$ cat src/include/xma_pkg.sv
// Shared constants and types for the extended memory ALU block
package xma_pkg;
    localparam int XMA_DATA_W = 8;
    localparam int XMA_ADDR_W = 8;

    // APB register byte offsets
    localparam logic [7:0] XMA_OFS_CMD = 8'h00;
    localparam logic [7:0] XMA_OFS_ACC = 8'h04;
    localparam logic [7:0] XMA_OFS_STATUS = 8'h08;
    localparam logic [7:0] XMA_OFS_MEM_ADDR = 8'h0c;
    localparam logic [7:0] XMA_OFS_MEM_DATA = 8'h10;
    localparam logic [7:0] XMA_OFS_SKIPS = 8'h14;

    // Command register fields
    localparam int XMA_CMD_OP_LSB = 0;
    localparam int XMA_CMD_BIT_LSB = 8;
    localparam int XMA_CMD_ADDR_LSB = 16;

    // Status register fields
    localparam int XMA_ST_CARRY = 0;
    localparam int XMA_ST_AUX = 1;
    localparam int XMA_ST_ZERO = 2;
    localparam int XMA_ST_OVF = 3;
    localparam int XMA_ST_SC = 4;
    localparam int XMA_ST_CZ = 5;
    localparam int XMA_ST_BUSY = 8;
    localparam int XMA_ST_SKIP = 9;
    localparam int XMA_ST_CYC_LSB = 12;

    // Reset values
    localparam logic [7:0] XMA_ACC_RST = 8'h00;
    localparam logic [5:0] XMA_FLAGS_RST = 6'h00;
    localparam logic [7:0] XMA_MEM_ADDR_RST = 8'h00;
    localparam logic [15:0] XMA_SKIPS_RST = 16'h0000;

    // Instruction cycles and byte-set value
    localparam logic [1:0] XMA_CYC_PLAIN = 2'h1;
    localparam logic [1:0] XMA_CYC_SKIP = 2'h2;
    localparam logic [7:0] XMA_BYTE_ONES = 8'hff;

    typedef enum logic [4:0] {
        op_rotate_left_to_acc = 5'h00,
        op_rotate_left_carry_mem = 5'h01,
        op_rotate_left_carry_to_acc = 5'h02,
        op_rotate_right_mem = 5'h03,
        op_rotate_right_to_acc = 5'h04,
        op_rotate_right_carry_mem = 5'h05,
        op_rotate_right_carry_to_acc = 5'h06,
        op_subtract_borrow_to_acc = 5'h07,
        op_subtract_borrow_to_mem = 5'h08,
        op_subtract_to_acc = 5'h09,
        op_subtract_to_mem = 5'h0a,
        op_decrement_skip_zero = 5'h0b,
        op_decrement_skip_zero_acc = 5'h0c,
        op_increment_skip_zero = 5'h0d,
        op_increment_skip_zero_acc = 5'h0e,
        op_set_byte = 5'h0f,
        op_set_bit = 5'h10,
        op_skip_if_nonzero_bit = 5'h11,
        op_skip_if_nonzero = 5'h12,
        op_nibble_swap_mem = 5'h13,
        op_nibble_swap_to_acc = 5'h14,
        op_skip_if_zero = 5'h15
    } xma_op_t;

    typedef enum logic [1:0] {
        st_idle = 2'b00,
        st_fetch = 2'b01,
        st_exec = 2'b10,
        st_dummy = 2'b11
    } xma_state_t;
endpackage : xma_pkg

$ cat src/design/xma_alu.sv
// Extended memory ALU: APB slave, sequencer and datapath over its data memory
//
// Contract
// RULE_01: Rotate left into accumulator, bit 7 wraps to bit 0, memory and flags kept.
// RULE_02: Rotate memory left through carry; old carry to bit 0, bit 7 to carry.
// RULE_03: Accumulator form of rotate-left-through-carry; memory untouched, carry from bit 7.
// RULE_04: Rotate memory right in place, bit 0 wraps to bit 7, no flags.
// RULE_05: Rotate right into accumulator, memory and flags unchanged.
// RULE_06: Rotate right through carry, memory or accumulator form; only carry changes.
// RULE_07: Accumulator minus memory minus inverted carry; six flags updated.
// RULE_08: Subtract clears carry on negative result, sets it otherwise.
// RULE_09: Plain subtract without carry, to accumulator or memory, six flags.
// RULE_10: Decrement memory in place, skip next when zero, flags unchanged.
// RULE_11: Decrement into accumulator only, skip next when zero.
// RULE_12: Increment memory in place, skip next when zero, flags unchanged.
// RULE_13: Increment into accumulator only, skip next when zero.
// RULE_14: Every skip-type instruction takes two instruction cycles.
// RULE_15: Byte set writes all ones, flags unchanged.
// RULE_16: Bit set forces only the selected bit to one.
// RULE_17: Skip next when selected memory bit is nonzero.
// RULE_18: Skip next when whole memory byte is nonzero.
// RULE_19: Nibble swap in place or into accumulator, no flags.
// RULE_20: Skip next when memory byte is zero, flags untouched.
// RULE_21: Any data memory byte is addressed directly, no banking.
// RULE_22: Taken skip advances past next instruction with a no-operation cycle.
`timescale 1ns/100ps
module xma_alu
    import xma_pkg::*;
#(
    parameter int ADDR_W = xma_pkg::XMA_ADDR_W
) (
    input wire logic pclk,
    input wire logic presetn,
    input wire logic psel,
    input wire logic penable,
    input wire logic pwrite,
    input wire logic [7:0] paddr,
    input wire logic [31:0] pwdata,
    input wire logic [3:0] pstrb,
    output logic [31:0] prdata,
    output logic pready,
    output logic pslverr,
    output logic busy,
    output logic skip_next
);
    import xma_pkg::*;

    initial begin
        if (ADDR_W < 1 || ADDR_W > 8) begin
            $error("xma_alu: ADDR_W must be 1 to 8");
        end
    end

    xma_state_t state;
    xma_op_t op;
    logic [2:0] bit_sel;
    logic [ADDR_W-1:0] op_addr;
    logic [7:0] acc;
    logic carry, aux_carry_flag, zero, overflow_flag, signed_compare_flag, chained_zero_flag;
    logic [7:0] mem_addr_reg;
    logic [15:0] skips;
    logic last_skip;
    logic [1:0] last_cycles;

    logic [7:0] rdata;
    logic mem_we;
    logic [ADDR_W-1:0] mem_addr;
    logic [7:0] mem_wdata;

    logic apb_setup, apb_access, apb_wr, apb_rd;
    logic addr_ok, refuse;

    // Datapath results
    logic [7:0] result;
    logic to_mem, to_acc, sub_op, skip_op, skip_cond, carry_op;
    logic next_carry;
    logic [8:0] diff;
    logic [4:0] nib_diff;
    logic borrow_in;

    assign apb_setup = psel && !penable;
    assign apb_access = psel && penable;
    assign apb_wr = apb_access && pwrite;
    assign apb_rd = apb_access && !pwrite;
    assign busy = (state != st_idle);

    always_comb begin
        case (paddr)
            XMA_OFS_CMD, XMA_OFS_ACC, XMA_OFS_STATUS, XMA_OFS_MEM_ADDR, XMA_OFS_MEM_DATA,
            XMA_OFS_SKIPS: addr_ok = 1'b1;
            default: addr_ok = 1'b0;
        endcase
    end

    // Anything but a status read is refused while an instruction runs
    assign refuse = !addr_ok || (busy && !(paddr == XMA_OFS_STATUS && !pwrite))
        || (pwrite && paddr == XMA_OFS_SKIPS);
    assign pready = 1'b1;
    assign pslverr = apb_access && refuse;

    // Subtraction core shared by all four subtract forms
    assign borrow_in = (op == op_subtract_borrow_to_acc || op == op_subtract_borrow_to_mem) ? !carry : 1'b0; // RULE_07
    assign diff = {1'b0, acc} - {1'b0, rdata} - {8'h00, borrow_in}; // RULE_07 RULE_09
    assign nib_diff = {1'b0, acc[3:0]} - {1'b0, rdata[3:0]} - {4'h0, borrow_in};

    always_comb begin
        result = rdata;
        to_mem = 1'b0;
        to_acc = 1'b0;
        sub_op = 1'b0;
        skip_op = 1'b0;
        skip_cond = 1'b0;
        carry_op = 1'b0;
        next_carry = carry;
        case (op)
            op_rotate_left_to_acc: begin
                result = {rdata[6:0], rdata[7]}; // RULE_01
                to_acc = 1'b1;
            end
            op_rotate_left_carry_mem, op_rotate_left_carry_to_acc: begin
                result = {rdata[6:0], carry}; // RULE_02 RULE_03
                next_carry = rdata[7];
                carry_op = 1'b1;
                to_mem = (op == op_rotate_left_carry_mem);
                to_acc = (op == op_rotate_left_carry_to_acc);
            end
            op_rotate_right_mem, op_rotate_right_to_acc: begin
                result = {rdata[0], rdata[7:1]}; // RULE_04 RULE_05
                to_mem = (op == op_rotate_right_mem);
                to_acc = (op == op_rotate_right_to_acc);
            end
            op_rotate_right_carry_mem, op_rotate_right_carry_to_acc: begin
                result = {carry, rdata[7:1]}; // RULE_06
                next_carry = rdata[0];
                carry_op = 1'b1;
                to_mem = (op == op_rotate_right_carry_mem);
                to_acc = (op == op_rotate_right_carry_to_acc);
            end
            op_subtract_borrow_to_acc, op_subtract_borrow_to_mem, op_subtract_to_acc, op_subtract_to_mem: begin
                result = diff[7:0];
                next_carry = !diff[8]; // RULE_08
                sub_op = 1'b1;
                to_mem = (op == op_subtract_borrow_to_mem || op == op_subtract_to_mem);
                to_acc = !to_mem;
            end
            op_decrement_skip_zero, op_decrement_skip_zero_acc: begin
                result = rdata - 8'h01; // RULE_10 RULE_11
                skip_op = 1'b1;
                skip_cond = (result == 8'h00);
                to_mem = (op == op_decrement_skip_zero);
                to_acc = !to_mem;
            end
            op_increment_skip_zero, op_increment_skip_zero_acc: begin
                result = rdata + 8'h01; // RULE_12 RULE_13
                skip_op = 1'b1;
                skip_cond = (result == 8'h00);
                to_mem = (op == op_increment_skip_zero);
                to_acc = !to_mem;
            end
            op_set_byte: begin
                result = XMA_BYTE_ONES; // RULE_15
                to_mem = 1'b1;
            end
            op_set_bit: begin
                result = rdata | (8'h01 << bit_sel); // RULE_16
                to_mem = 1'b1;
            end
            op_skip_if_nonzero_bit: begin
                skip_op = 1'b1;
                skip_cond = rdata[bit_sel]; // RULE_17
            end
            op_skip_if_nonzero: begin
                skip_op = 1'b1;
                skip_cond = (rdata != 8'h00); // RULE_18
            end
            op_nibble_swap_mem, op_nibble_swap_to_acc: begin
                result = {rdata[3:0], rdata[7:4]}; // RULE_19
                to_mem = (op == op_nibble_swap_mem);
                to_acc = !to_mem;
            end
            op_skip_if_zero: begin
                skip_op = 1'b1;
                skip_cond = (rdata == 8'h00); // RULE_20
            end
            default: begin
                result = rdata;
            end
        endcase
    end

    // Memory port: the sequencer owns it while busy, APB otherwise
    assign mem_we = busy ? (state == st_exec && to_mem) : (apb_wr && paddr == XMA_OFS_MEM_DATA);
    assign mem_addr = busy ? op_addr : mem_addr_reg[ADDR_W-1:0]; // RULE_21
    assign mem_wdata = busy ? result : pwdata[7:0];

    xma_data_mem #(
        .ADDR_W(ADDR_W),
        .DATA_W(XMA_DATA_W)
    ) u_mem (
        .pclk(pclk),
        .we(mem_we),
        .addr(mem_addr),
        .wdata(mem_wdata),
        .rdata(rdata)
    );

    // Sequencer
    always_ff @(posedge pclk or negedge presetn) begin
        if (!presetn) begin
            state <= st_idle;
        end else begin
            case (state)
                st_idle: begin
                    if (apb_wr && !refuse && paddr == XMA_OFS_CMD) begin
                        state <= st_fetch;
                    end
                end
                st_fetch: state <= st_exec;
                st_exec: state <= skip_op ? st_dummy : st_idle; // RULE_14
                st_dummy: state <= st_idle;
                default: state <= st_idle;
            endcase
        end
    end

    always_ff @(posedge pclk or negedge presetn) begin
        if (!presetn) begin
            op <= op_rotate_left_to_acc;
            bit_sel <= 3'h0;
            op_addr <= '0;
        end else if (state == st_idle && apb_wr && !refuse && paddr == XMA_OFS_CMD) begin
            op <= xma_op_t'(pwdata[XMA_CMD_OP_LSB +: 5]);
            bit_sel <= pwdata[XMA_CMD_BIT_LSB +: 3];
            op_addr <= pwdata[XMA_CMD_ADDR_LSB +: ADDR_W]; // RULE_21
        end
    end

    always_ff @(posedge pclk or negedge presetn) begin
        if (!presetn) begin
            acc <= XMA_ACC_RST;
        end else if (state == st_exec && to_acc) begin
            acc <= result;
        end else if (!busy && apb_wr && paddr == XMA_OFS_ACC && pstrb[0]) begin
            acc <= pwdata[7:0];
        end
    end

    // Flags: carry on rotates through carry and subtracts, the rest on subtracts only
    always_ff @(posedge pclk or negedge presetn) begin
        if (!presetn) begin
            {chained_zero_flag, signed_compare_flag, overflow_flag, zero, aux_carry_flag, carry} <= XMA_FLAGS_RST;
        end else if (state == st_exec && sub_op) begin
            carry <= next_carry; // RULE_08
            aux_carry_flag <= !nib_diff[4];
            zero <= (diff[7:0] == 8'h00);
            overflow_flag <= (acc[7] ^ rdata[7]) & (acc[7] ^ diff[7]);
            signed_compare_flag <= ((acc[7] ^ rdata[7]) & (acc[7] ^ diff[7])) ^ diff[7];
            // Borrow form chains zero across bytes of a multi-byte subtract
            chained_zero_flag <= (diff[7:0] == 8'h00) && (borrow_in ? 1'b0 : (op == op_subtract_to_acc
                || op == op_subtract_to_mem || chained_zero_flag)); // RULE_07 RULE_09
        end else if (state == st_exec && carry_op) begin
            carry <= next_carry; // RULE_02 RULE_03 RULE_06
        end else if (!busy && apb_wr && paddr == XMA_OFS_STATUS && pstrb[0]) begin
            {chained_zero_flag, signed_compare_flag, overflow_flag, zero, aux_carry_flag, carry} <= pwdata[5:0];
        end
    end

    always_ff @(posedge pclk or negedge presetn) begin
        if (!presetn) begin
            mem_addr_reg <= XMA_MEM_ADDR_RST;
        end else if (!busy && apb_wr && paddr == XMA_OFS_MEM_ADDR && pstrb[0]) begin
            mem_addr_reg <= pwdata[7:0];
        end
    end

    // Skip outcome: one pulse during the dummy cycle tells the sequencer to step past
    always_ff @(posedge pclk or negedge presetn) begin
        if (!presetn) begin
            skip_next <= 1'b0;
            last_skip <= 1'b0;
            last_cycles <= 2'h0;
            skips <= XMA_SKIPS_RST;
        end else begin
            skip_next <= (state == st_exec) && skip_op && skip_cond; // RULE_22
            if (state == st_exec) begin
                last_skip <= skip_op && skip_cond;
                last_cycles <= skip_op ? XMA_CYC_SKIP : XMA_CYC_PLAIN; // RULE_14
                if (skip_op && skip_cond) begin
                    skips <= skips + 16'h0001;
                end
            end
        end
    end

    // Captured at setup; a memory read needs MEM_ADDR settled one cycle before it
    always_ff @(posedge pclk or negedge presetn) begin
        if (!presetn) begin
            prdata <= 32'h0000_0000;
        end else if (apb_setup && !pwrite) begin
            case (paddr)
                XMA_OFS_ACC: prdata <= {24'h00_0000, acc};
                XMA_OFS_STATUS: prdata <= {18'h0_0000, last_cycles, 2'h0, last_skip, busy, 2'h0,
                    chained_zero_flag, signed_compare_flag, overflow_flag, zero, aux_carry_flag, carry};
                XMA_OFS_MEM_ADDR: prdata <= {24'h00_0000, mem_addr_reg};
                XMA_OFS_MEM_DATA: prdata <= {24'h00_0000, rdata}; // RULE_21
                XMA_OFS_SKIPS: prdata <= {16'h0000, skips};
                default: prdata <= 32'h0000_0000;
            endcase
        end
    end

    // Assertions
    rot_left_acc_a: assert property (@(posedge pclk) disable iff (!presetn) // RULE_01
        (state == st_exec && op == op_rotate_left_to_acc) |=>
            (acc == {$past(rdata[6:0]), $past(rdata[7])}) && $stable(carry))
        else $error("rotate left to accumulator wrong");

    rlc_mem_a: assert property (@(posedge pclk) disable iff (!presetn) // RULE_02
        (state == st_exec && op == op_rotate_left_carry_mem) |->
            mem_we && (mem_wdata == {rdata[6:0], carry}) ##1 (carry == $past(rdata[7])))
        else $error("rotate left through carry wrong");

    rot_right_a: assert property (@(posedge pclk) disable iff (!presetn) // RULE_04
        (state == st_exec && op == op_rotate_right_mem) |->
            mem_we && (mem_wdata == {rdata[0], rdata[7:1]}) ##1 $stable(carry) && $stable(zero))
        else $error("rotate right wrong");

    rrc_acc_a: assert property (@(posedge pclk) disable iff (!presetn) // RULE_06
        (state == st_exec && op == op_rotate_right_carry_to_acc) |=>
            (acc == {$past(carry), $past(rdata[7:1])}) && (carry == $past(rdata[0])))
        else $error("rotate right through carry wrong");

    sub_carry_a: assert property (@(posedge pclk) disable iff (!presetn) // RULE_08
        (state == st_exec && op == op_subtract_to_acc) |=>
            (carry == ($past(acc) >= $past(rdata))) && (acc == $past(acc) - $past(rdata)))
        else $error("subtract carry wrong");

    skip_two_cyc_a: assert property (@(posedge pclk) disable iff (!presetn) // RULE_14
        (state == st_exec && skip_op) |=> (state == st_dummy) ##1 (state == st_idle))
        else $error("skip instruction not two cycles");

    set_byte_a: assert property (@(posedge pclk) disable iff (!presetn) // RULE_15
        (state == st_exec && op == op_set_byte) |-> mem_we && (mem_wdata == 8'hff))
        else $error("byte set wrong");

    swap_acc_a: assert property (@(posedge pclk) disable iff (!presetn) // RULE_19
        (state == st_exec && op == op_nibble_swap_to_acc) |->
            !mem_we ##1 (acc == {$past(rdata[3:0]), $past(rdata[7:4])}))
        else $error("nibble swap wrong");

    dec_skip_a: assert property (@(posedge pclk) disable iff (!presetn) // RULE_10
        (state == st_exec && op == op_decrement_skip_zero) |=> (skip_next == ($past(rdata) == 8'h01)))
        else $error("decrement skip wrong");

    isz_acc_a: assert property (@(posedge pclk) disable iff (!presetn) // RULE_13
        (state == st_exec && op == op_increment_skip_zero_acc) |->
            !mem_we ##1 (acc == $past(rdata) + 8'h01) && (skip_next == (acc == 8'h00)))
        else $error("increment skip to accumulator wrong");
endmodule : xma_alu

$ cat src/design/xma_data_mem.sv
// Data memory with synchronous write and registered read data
`timescale 1ns/100ps
module xma_data_mem #(
    parameter int ADDR_W = 8,
    parameter int DATA_W = 8
) (
    input wire logic pclk,
    input wire logic we,
    input wire logic [ADDR_W-1:0] addr,
    input wire logic [DATA_W-1:0] wdata,
    output logic [DATA_W-1:0] rdata
);
    logic [DATA_W-1:0] mem [0:(1<<ADDR_W)-1];

    initial begin
        if (ADDR_W < 1 || ADDR_W > 12 || DATA_W < 1) begin
            $error("xma_data_mem: unsupported size");
        end
    end

    // No reset on the array; read data still comes from a flop
    always_ff @(posedge pclk) begin
        if (we) begin
            mem[addr] <= wdata;
        end
    end

    always_ff @(posedge pclk) begin
        rdata <= mem[addr];
    end
endmodule : xma_data_mem

$ cat config.mk
export PLATFORM = sky130hd
export DESIGN_NAME = xma_alu
export DESIGN_NICKNAME = d
export VERILOG_FILES = /design/src/include/xma_pkg.sv /design/src/design/xma_alu.sv /design/src/design/xma_data_mem.sv
export SDC_FILE = /design/constraint.sdc
export NUM_CORES = 2
export LEC_CHECK = 0
export BUFFER_PORTS_ARGS = -buffer_cell sky130_fd_sc_hd__buf_4
export CORE_ASPECT_RATIO = 1.75
export CORE_UTILIZATION = 51
export CTS_BUF_LIST = sky130_fd_sc_hd__clkbuf_8
export DETAILED_ROUTE_END_ITERATION = 8
export GPL_TIMING_DRIVEN = 0
export HOLD_SLACK_MARGIN = 0.15
export PLACE_DENSITY_LB_ADDON = 0.25
export SYNTH_ARGS = -nofsm -noshare
export SYNTH_HDL_FRONTEND = slang
export SYNTH_HIERARCHICAL = 1
export SYNTH_SLANG_ARGS = --single-unit
$ cat constraint.sdc
create_clock -name pclk -period 17.7 [get_ports pclk]
set_clock_uncertainty 0.05 [all_clocks]
set_input_delay 2.655 -clock pclk [delete_from_list [all_inputs] [get_ports pclk]]
set_output_delay 2.655 -clock pclk [all_outputs]
set_load 0.05 [all_outputs]
# Word-level counts from Yosys, hierarchy flattened
# Memories as Yosys holds them, arrays and structs flattened. A register that Yosys moved wholly into a read port is not among the register bits.
# Cells that the tools add are included.
[totals]
out_inout_bits = 36
latchBits = 0
ramBits = 2048
rom_bits = 0
memories = 1
reg_bits = 92
wordCells = 179
inputBits = 49
[mem_list]
columns = ["memory", "words", "width", "rd", "rd_ports_with_merged_regs", "write_ports", "line_no", "source"]
rows = [
  ["u_mem.mem", 256, 8, 1, 1, 1, "xma_data_mem.sv:13", "logic [DATA_W-1:0] mem [0:(1<<ADDR_W)-1];"],
]
[classes]
eq_ne = 31
reduce_logical = 73
div_mod_pow = 0
bitwise = 5
add_sub_neg = 7
n_mux = 43
order_cmp = 1
n_mul = 0
shift = 1
[ops]
columns = ["operator", "n"]
rows = [
  ["$pmux W16 S5", 1],
  ["$pmux W8 S10", 1],
  ["$eq A5 B4 Y1 const B", 8],
  ["$logic_not A8 Y1", 5],
  ["$mux W8", 4],
  ["$eq A5 B5 Y1 const B", 6],
  ["$logic_and A1 B1 Y1", 29],
  ["$mux W1", 28],
  ["$eq A5 B3 Y1 const B", 4],
  ["$add A16 B1 Y16 const B", 1],
  ["$eq A8 B4 Y1 const B", 2],
  ["$eq A8 B5 Y1 const B", 2],
  ["$pmux W1 S8", 2],
  ["$reduce_or A2 Y1", 7],
  ["$logic_not A1 Y1", 13],
  ["$eq A5 B2 Y1 const B", 2],
  ["$sub A8 B8 Y9", 1],
  ["$sub A9 B1 Y9", 1],
  ["$add A8 B1 Y8 const B", 1],
  ["$eq A8 B3 Y1 const B", 1],
  ["$or A8 B8 Y8", 1],
  ["$pmux W2 S4", 1],
  ["$reduce_bool A8 Y1", 1],
  ["$reduce_or A4 Y1", 2],
  ["23 further kinds", 37],
]

# Longest topological paths before layout
[logic_depth]
word_depth = 11
depth_mapped = 15
mapped_depth_nobuf = 13

# Cells and area by module
# The synthesis kept the hierarchy.
[by_module_without_submodules]
columns = ["mod", "seq_area_each_um2", "cells_per_inst", "n_inst", "area_per_inst_um2"]
rows = [
  ["xma_data_mem", 61659.1, 3547, 1, 78492.8],
  ["xma_alu", 1901.8, 676, 1, 5825.6],
]

# Worst setup path after synthesis
# Ideal clock, no wire load.
[synth_timing]
path_kind = "register to register"
start = "register op[0]"
end = "memory u_mem.mem[0][6] (data pin)"
synth_period_minus_slack_ns = 15.185
stages_incl_launch_ff = 15
required_ns = 15.462
arrival_time_ns = 12.947
setup_time_ns = 2.188
path_slack_ns = 2.515
path_buffers = 2
cell_sequence = "dfrtp_1 buf_2 buf_1 nor2_1 nand2_1 a211o_1 fa_1 fa_1 nand2b_1 a211oi_1 nor2_1 xor2_1 a221o_1 o21ai_0 o21ai_0"
[synth_via]
elab_chain_len = 6
word_cells_on_any_way = 31
cone_classes = "1 x add/sub; 18 x eq/ne; 3 x mux; 9 x reduce/logical"
[synth_lines]
columns = ["element", "line_no", "source"]
rows = [
  ["from (decl)", "xma_alu.sv:55", "xma_op_t op;"],
  ["from (signal assigned)", "xma_alu.sv:228", "op <= op_rotate_left_to_acc;"],
  ["from (signal assigned)", "xma_alu.sv:232", "op <= xma_op_t'(pwdata[XMA_CMD_OP_LSB +: 5]);"],
  ["$eq A5 B3 Y1 or $eq A5 B4 Y1 (tied branches)", "xma_alu.sv:102, xma_alu.sv:115", ""],
  ["$logic_or A1 B1 Y1", "xma_alu.sv:102", "assign borrow_in = (op == op_subtract_borrow_to_acc || op == op_subtract_borrow_to_mem) ? !carry : 1'b0;"],
  ["$mux W1", "xma_alu.sv:102", ""],
  ["$sub A9 B1 Y9", "xma_alu.sv:103", "assign diff = {1'b0, acc} - {1'b0, rdata} - {8'h00, borrow_in};"],
  ["$pmux W8 S10 (*)", "xma_alu.sv:115", "case (op)"],
  ["$mux W8 (*)", "xma_alu.sv:194", "assign mem_wdata = busy ? result : pwdata[7:0];"],
  ["named net mem_wdata[6]", "xma_alu.sv:68", "logic [7:0] mem_wdata;"],
  ["to (decl)", "xma_data_mem.sv:13", ""],
]
# Mark *: on every way through the listed nets, which the timed path passes. The rest lies on a longest branch.

# Worst setup path in the final report
[layout_timing]
start = "register state[1]"
end = "memory u_mem.mem[64][3] (enable)"
[layout_via]
word_cells_on_any_way = 7
cone_classes = "1 x eq/ne; 4 x mux; 2 x reduce/logical"
[layout_rtl]
columns = ["element", "line_no", "source"]
rows = [
  ["from (decl)", "xma_alu.sv:54", "xma_state_t state;"],
  ["from (signal assigned)", "xma_alu.sv:210", "state <= st_idle;"],
  ["from (signal assigned)", "xma_alu.sv:215", "state <= st_fetch;"],
  ["from (signal assigned)", "xma_alu.sv:218", "st_fetch: state <= st_exec;"],
  ["$reduce_bool A2 Y1", "xma_alu.sv:85", "assign busy = (state != st_idle);"],
  ["$mux W8", "xma_alu.sv:193", "assign mem_addr = busy ? op_addr : mem_addr_reg[ADDR_W-1:0];"],
  ["named net mem_addr[3]", "xma_alu.sv:67", "logic [ADDR_W-1:0] mem_addr;"],
]
# The timed path passes the listed nets, and every way through them passes these cells.

==> impl_metrics.py <==
metrics = {
    "layout": {
        "fin_nets": 4707,
        "largest-register": "u_mem/mem",
        "layout-drive-gt1-share_pct": 23.88,
        "largest_reg_flops": 2048,
        "top_regs": "u_mem/mem x2048, prdata x16, skips x16",
        "area_growth_pct": 11.38,
    },
    "floorplan": {
        "fp.dieW_um": 309.4,
        "die-area_mm2": 0.1670,
        "die_h_um": 539.9,
        "core_mm2": 0.1644,
        "initial_core_util_pct": 51.29,
        "io_pins": 85,
        "rows": 197,
    },
    "global_route": {
        "grt_max_degree": 149,
        "grt_usage_pct": 28.35,
        "grt_pass1_vias": 45758,
        "antenna_found_initial": 7,
        "overflow": 0,
        "grt_pass1_wl_um": 328600,
    },
    "drt": {
        "routed_wl_um": 234600,
        "drtAntennaViolNets": 0,
        "vias": 44505,
        "viasPerCell": 6.313,
        "wire_per_inst_um": 33.27,
        "drtIter0Drc": 5057,
        "drc": 0,
        "dr.pass1.iters": 8,
    },
    "setup_path": {
        "worstSetupPathType": "reg2reg",
        "path_delay_family": "simple AND/OR/NAND/NOR gates",
        "setup.worst_path.start_class": "flip-flop",
        "cp_num_buf_inv": 5,
        "cpPeakStageDelay_ns": 1.19,
        "crit_chain": "nor2_1 -> mux2_2 -> clkbuf_1 -> nor2_1 -> clkbuf_1 -> clkbuf_1 -> nand3_1 -> clkbuf_2 -> buf_12 -> nor2_1",
        "worstPathRequired_ns": 18.18,
        "worstPathMaxFanout": 10,
        "worst_path_max_delay_cell": "clkbuf_1",
        "worst_setup_path_end_kind": "flip-flop",
        "cp.arrival_ns": 7.89,
    },
    "sta": {
        "hold_violations": 0,
        "drv_slew": 38,
        "rsz0062_at_grt": "no",
        "worst_slack_ns": 10.29,
        "worst_slew_pin_slew_ns": 1.562,
        "setup_viol": 0,
        "setup-tns-final_ns": 0,
        "timing.fmax_mhz": 134.9,
        "post-route-period-util_pct": 41.87,
        "fin_crit_ns": 7.411,
        "slew_headroom_pct": -5.467,
    },
    "cts": {
        "clock_sinks": 2132,
        "clock_path_buffers": 4,
        "clk_pin_slew_ns": 0.07,
        "cts_buffers": 297,
        "cts-hold-fix-buffers": 0,
        "cts_max_level": 5,
        "cts_resized": 0,
        "root_buffer": "clkbuf_8",
        "cts_setup_buffers": 0,
        "clkLatencyLatePin_ns": 0.91,
        "cts_tree": "done",
    },
    "pwr": {
        "vdd_drop_max_mv": 0.05176,
        "powerDensity_mw_per_mm2": 98.67,
        "power_mw": 9.267,
        "power_leakage_nw": 29.15,
    },
    "run_status": {
        "violations": "max-capacitance violations, max-slew violations",
        "outcome": "finished, violations left",
    },
    "yosys": {
        "synth_seq_area_share_pct": 75.38,
        "ys_types": 72,
        "async_reset_ff_share_pct": 3.565,
        "synth-seq-cells": 2132,
        "yosysWarnings": 6,
        "synth_top_flop_cell": "edfxtp_1",
        "syn_area_per_cell_um2": 19.97,
        "yosysMostFrequentCell": "edfxtp_1",
        "yosysTopAreaCell": "edfxtp_1",
        "synth_area_leaders": "edfxtp_1 (73%), mux4_2 (14%), a22oi_1 (2.4%)",
        "syn-cell-area_mm2": 0.08432,
        "synth_top_area_share_pct": 72.94,
        "synth-edff-count": 2048,
        "netlist_instances": 4223,
        "synth_commonest_cells": "edfxtp_1 (2,048), mux4_2 (514), nor2_1 (283), a22oi_1 (270), clkbuf_1 (172)",
    },
    "job": {
        "max-cap-violations": 5,
    },
    "placement": {
        "pre_cts_slack_ns": 10.11,
        "dp_hpwl_um": 166000,
        "place.gp.congestion": 0.9621,
        "io_buffer_count": 51,
    },
    "hold_path": {
        "hold_class": "reg2reg",
    },
}
## cell usage in the layout (no fill, tap or decap), types with 34 or more instances in the layout
cell | synthesis | layout
mux4_2 | 514 | 514
edfxtp_1 | 2048 | 2048
buf_2 | 43 | 49
a22oi_1 | 270 | 270
inv_1 | 38 | 133
mux2_2 | 37 | 34
nand2_1 | 94 | 94
buf_4 | 33 | 85
o21ai_0 | 47 | 43
a21oi_1 | 164 | 164
nor2_1 | 283 | 283
dfrtp_1 | 76 | 76
clkbuf_1 | 172 | 155
clkbuf_8 | 0 | 314
clkinv_1 | 0 | 54
## final cells by class
| cell class | instances | area (um2) |
|---|---|---|
| timing repair buffer | 99 | 1276 |
| buffer | 290 | 1415 |
| antenna | 7 | 17.52 |
| multi-input combinational | 1778 | 19430 |
| tap | 2189 | 2739 |
| clock inverter | 203 | 1008 |
| inverter | 38 | 142.6 |
| clock buffer | 314 | 4322 |
| fill | 12129 | 70500 |
| sequential | 2132 | 63560 |
## metal layers
metal	GRT usage, %	share of wire, %	vias to the layer above
met1	30.18	32	23239
li1	-	-	18325
met3	4.963	7.2	647
met4	21.99	8.9	8
met5	0	0.028	-
met2	49.52	52	2286
## power breakdown
group	internal, mW	switching (mW)
clock	1.72	1.79
combinational	0.0614	0.168
sequential	5.53	0.00229
## per-stage QoR
stage | cells | hold WS [ns] | instance area (um2) | util [%]
floorplan | 4238 | 0.3913 | 84370 | -
global placement | 6478 | 0.4075 | 87500 | 53.22
detailed placement | 6520 | 0.4127 | 88490 | 53.82
CTS | 7037 | 0.4256 | 93820 | 57.07
global route | 7045 | 0.4360 | 93900 | 57.11
finish | 7050 | 0.4216 | 93910 | 57.12
## final timing paths
kind / from / to / slack (ns) / depth (start not counted)
setup / recovery: state[1]$_DFFE_PN0P_ / u_mem/mem[64][3]$_DFFE_PP_ / 10.29 / 10
hold / removal: skips[15]$_DFFE_PN0P_ / skips[15]$_DFFE_PN0P_ / 0.42 / 1
setup reg to reg: state[1]$_DFFE_PN0P_ / u_mem/mem[64][3]$_DFFE_PP_ / 10.29 / 10
hold reg to reg: skips[15]$_DFFE_PN0P_ / skips[15]$_DFFE_PN0P_ / 0.42 / 1
max in group asynchronous: presetn / bit_sel[0]$_DFFE_PN0P_ / 15.04 / 1
min in group asynchronous: presetn / acc[6]$_DFFE_PN0P_ / 1.85 / 1
## logic make-up (layout without fill, tap and decap cells)
logic type,count (synthesis),count (layout),share of synthesized area (%)
compound gates,589,589,4.729
xor+xnor,34,34,0.3621
fa+ha+maj,22,22,0.3443
buf+inv,328,944,1.822
flops,2132,2132,75.38
mux,564,564,14.38
other cells,2,24,0.008907
simple gates,552,552,2.974
Power figures use the tool's default switching activity.
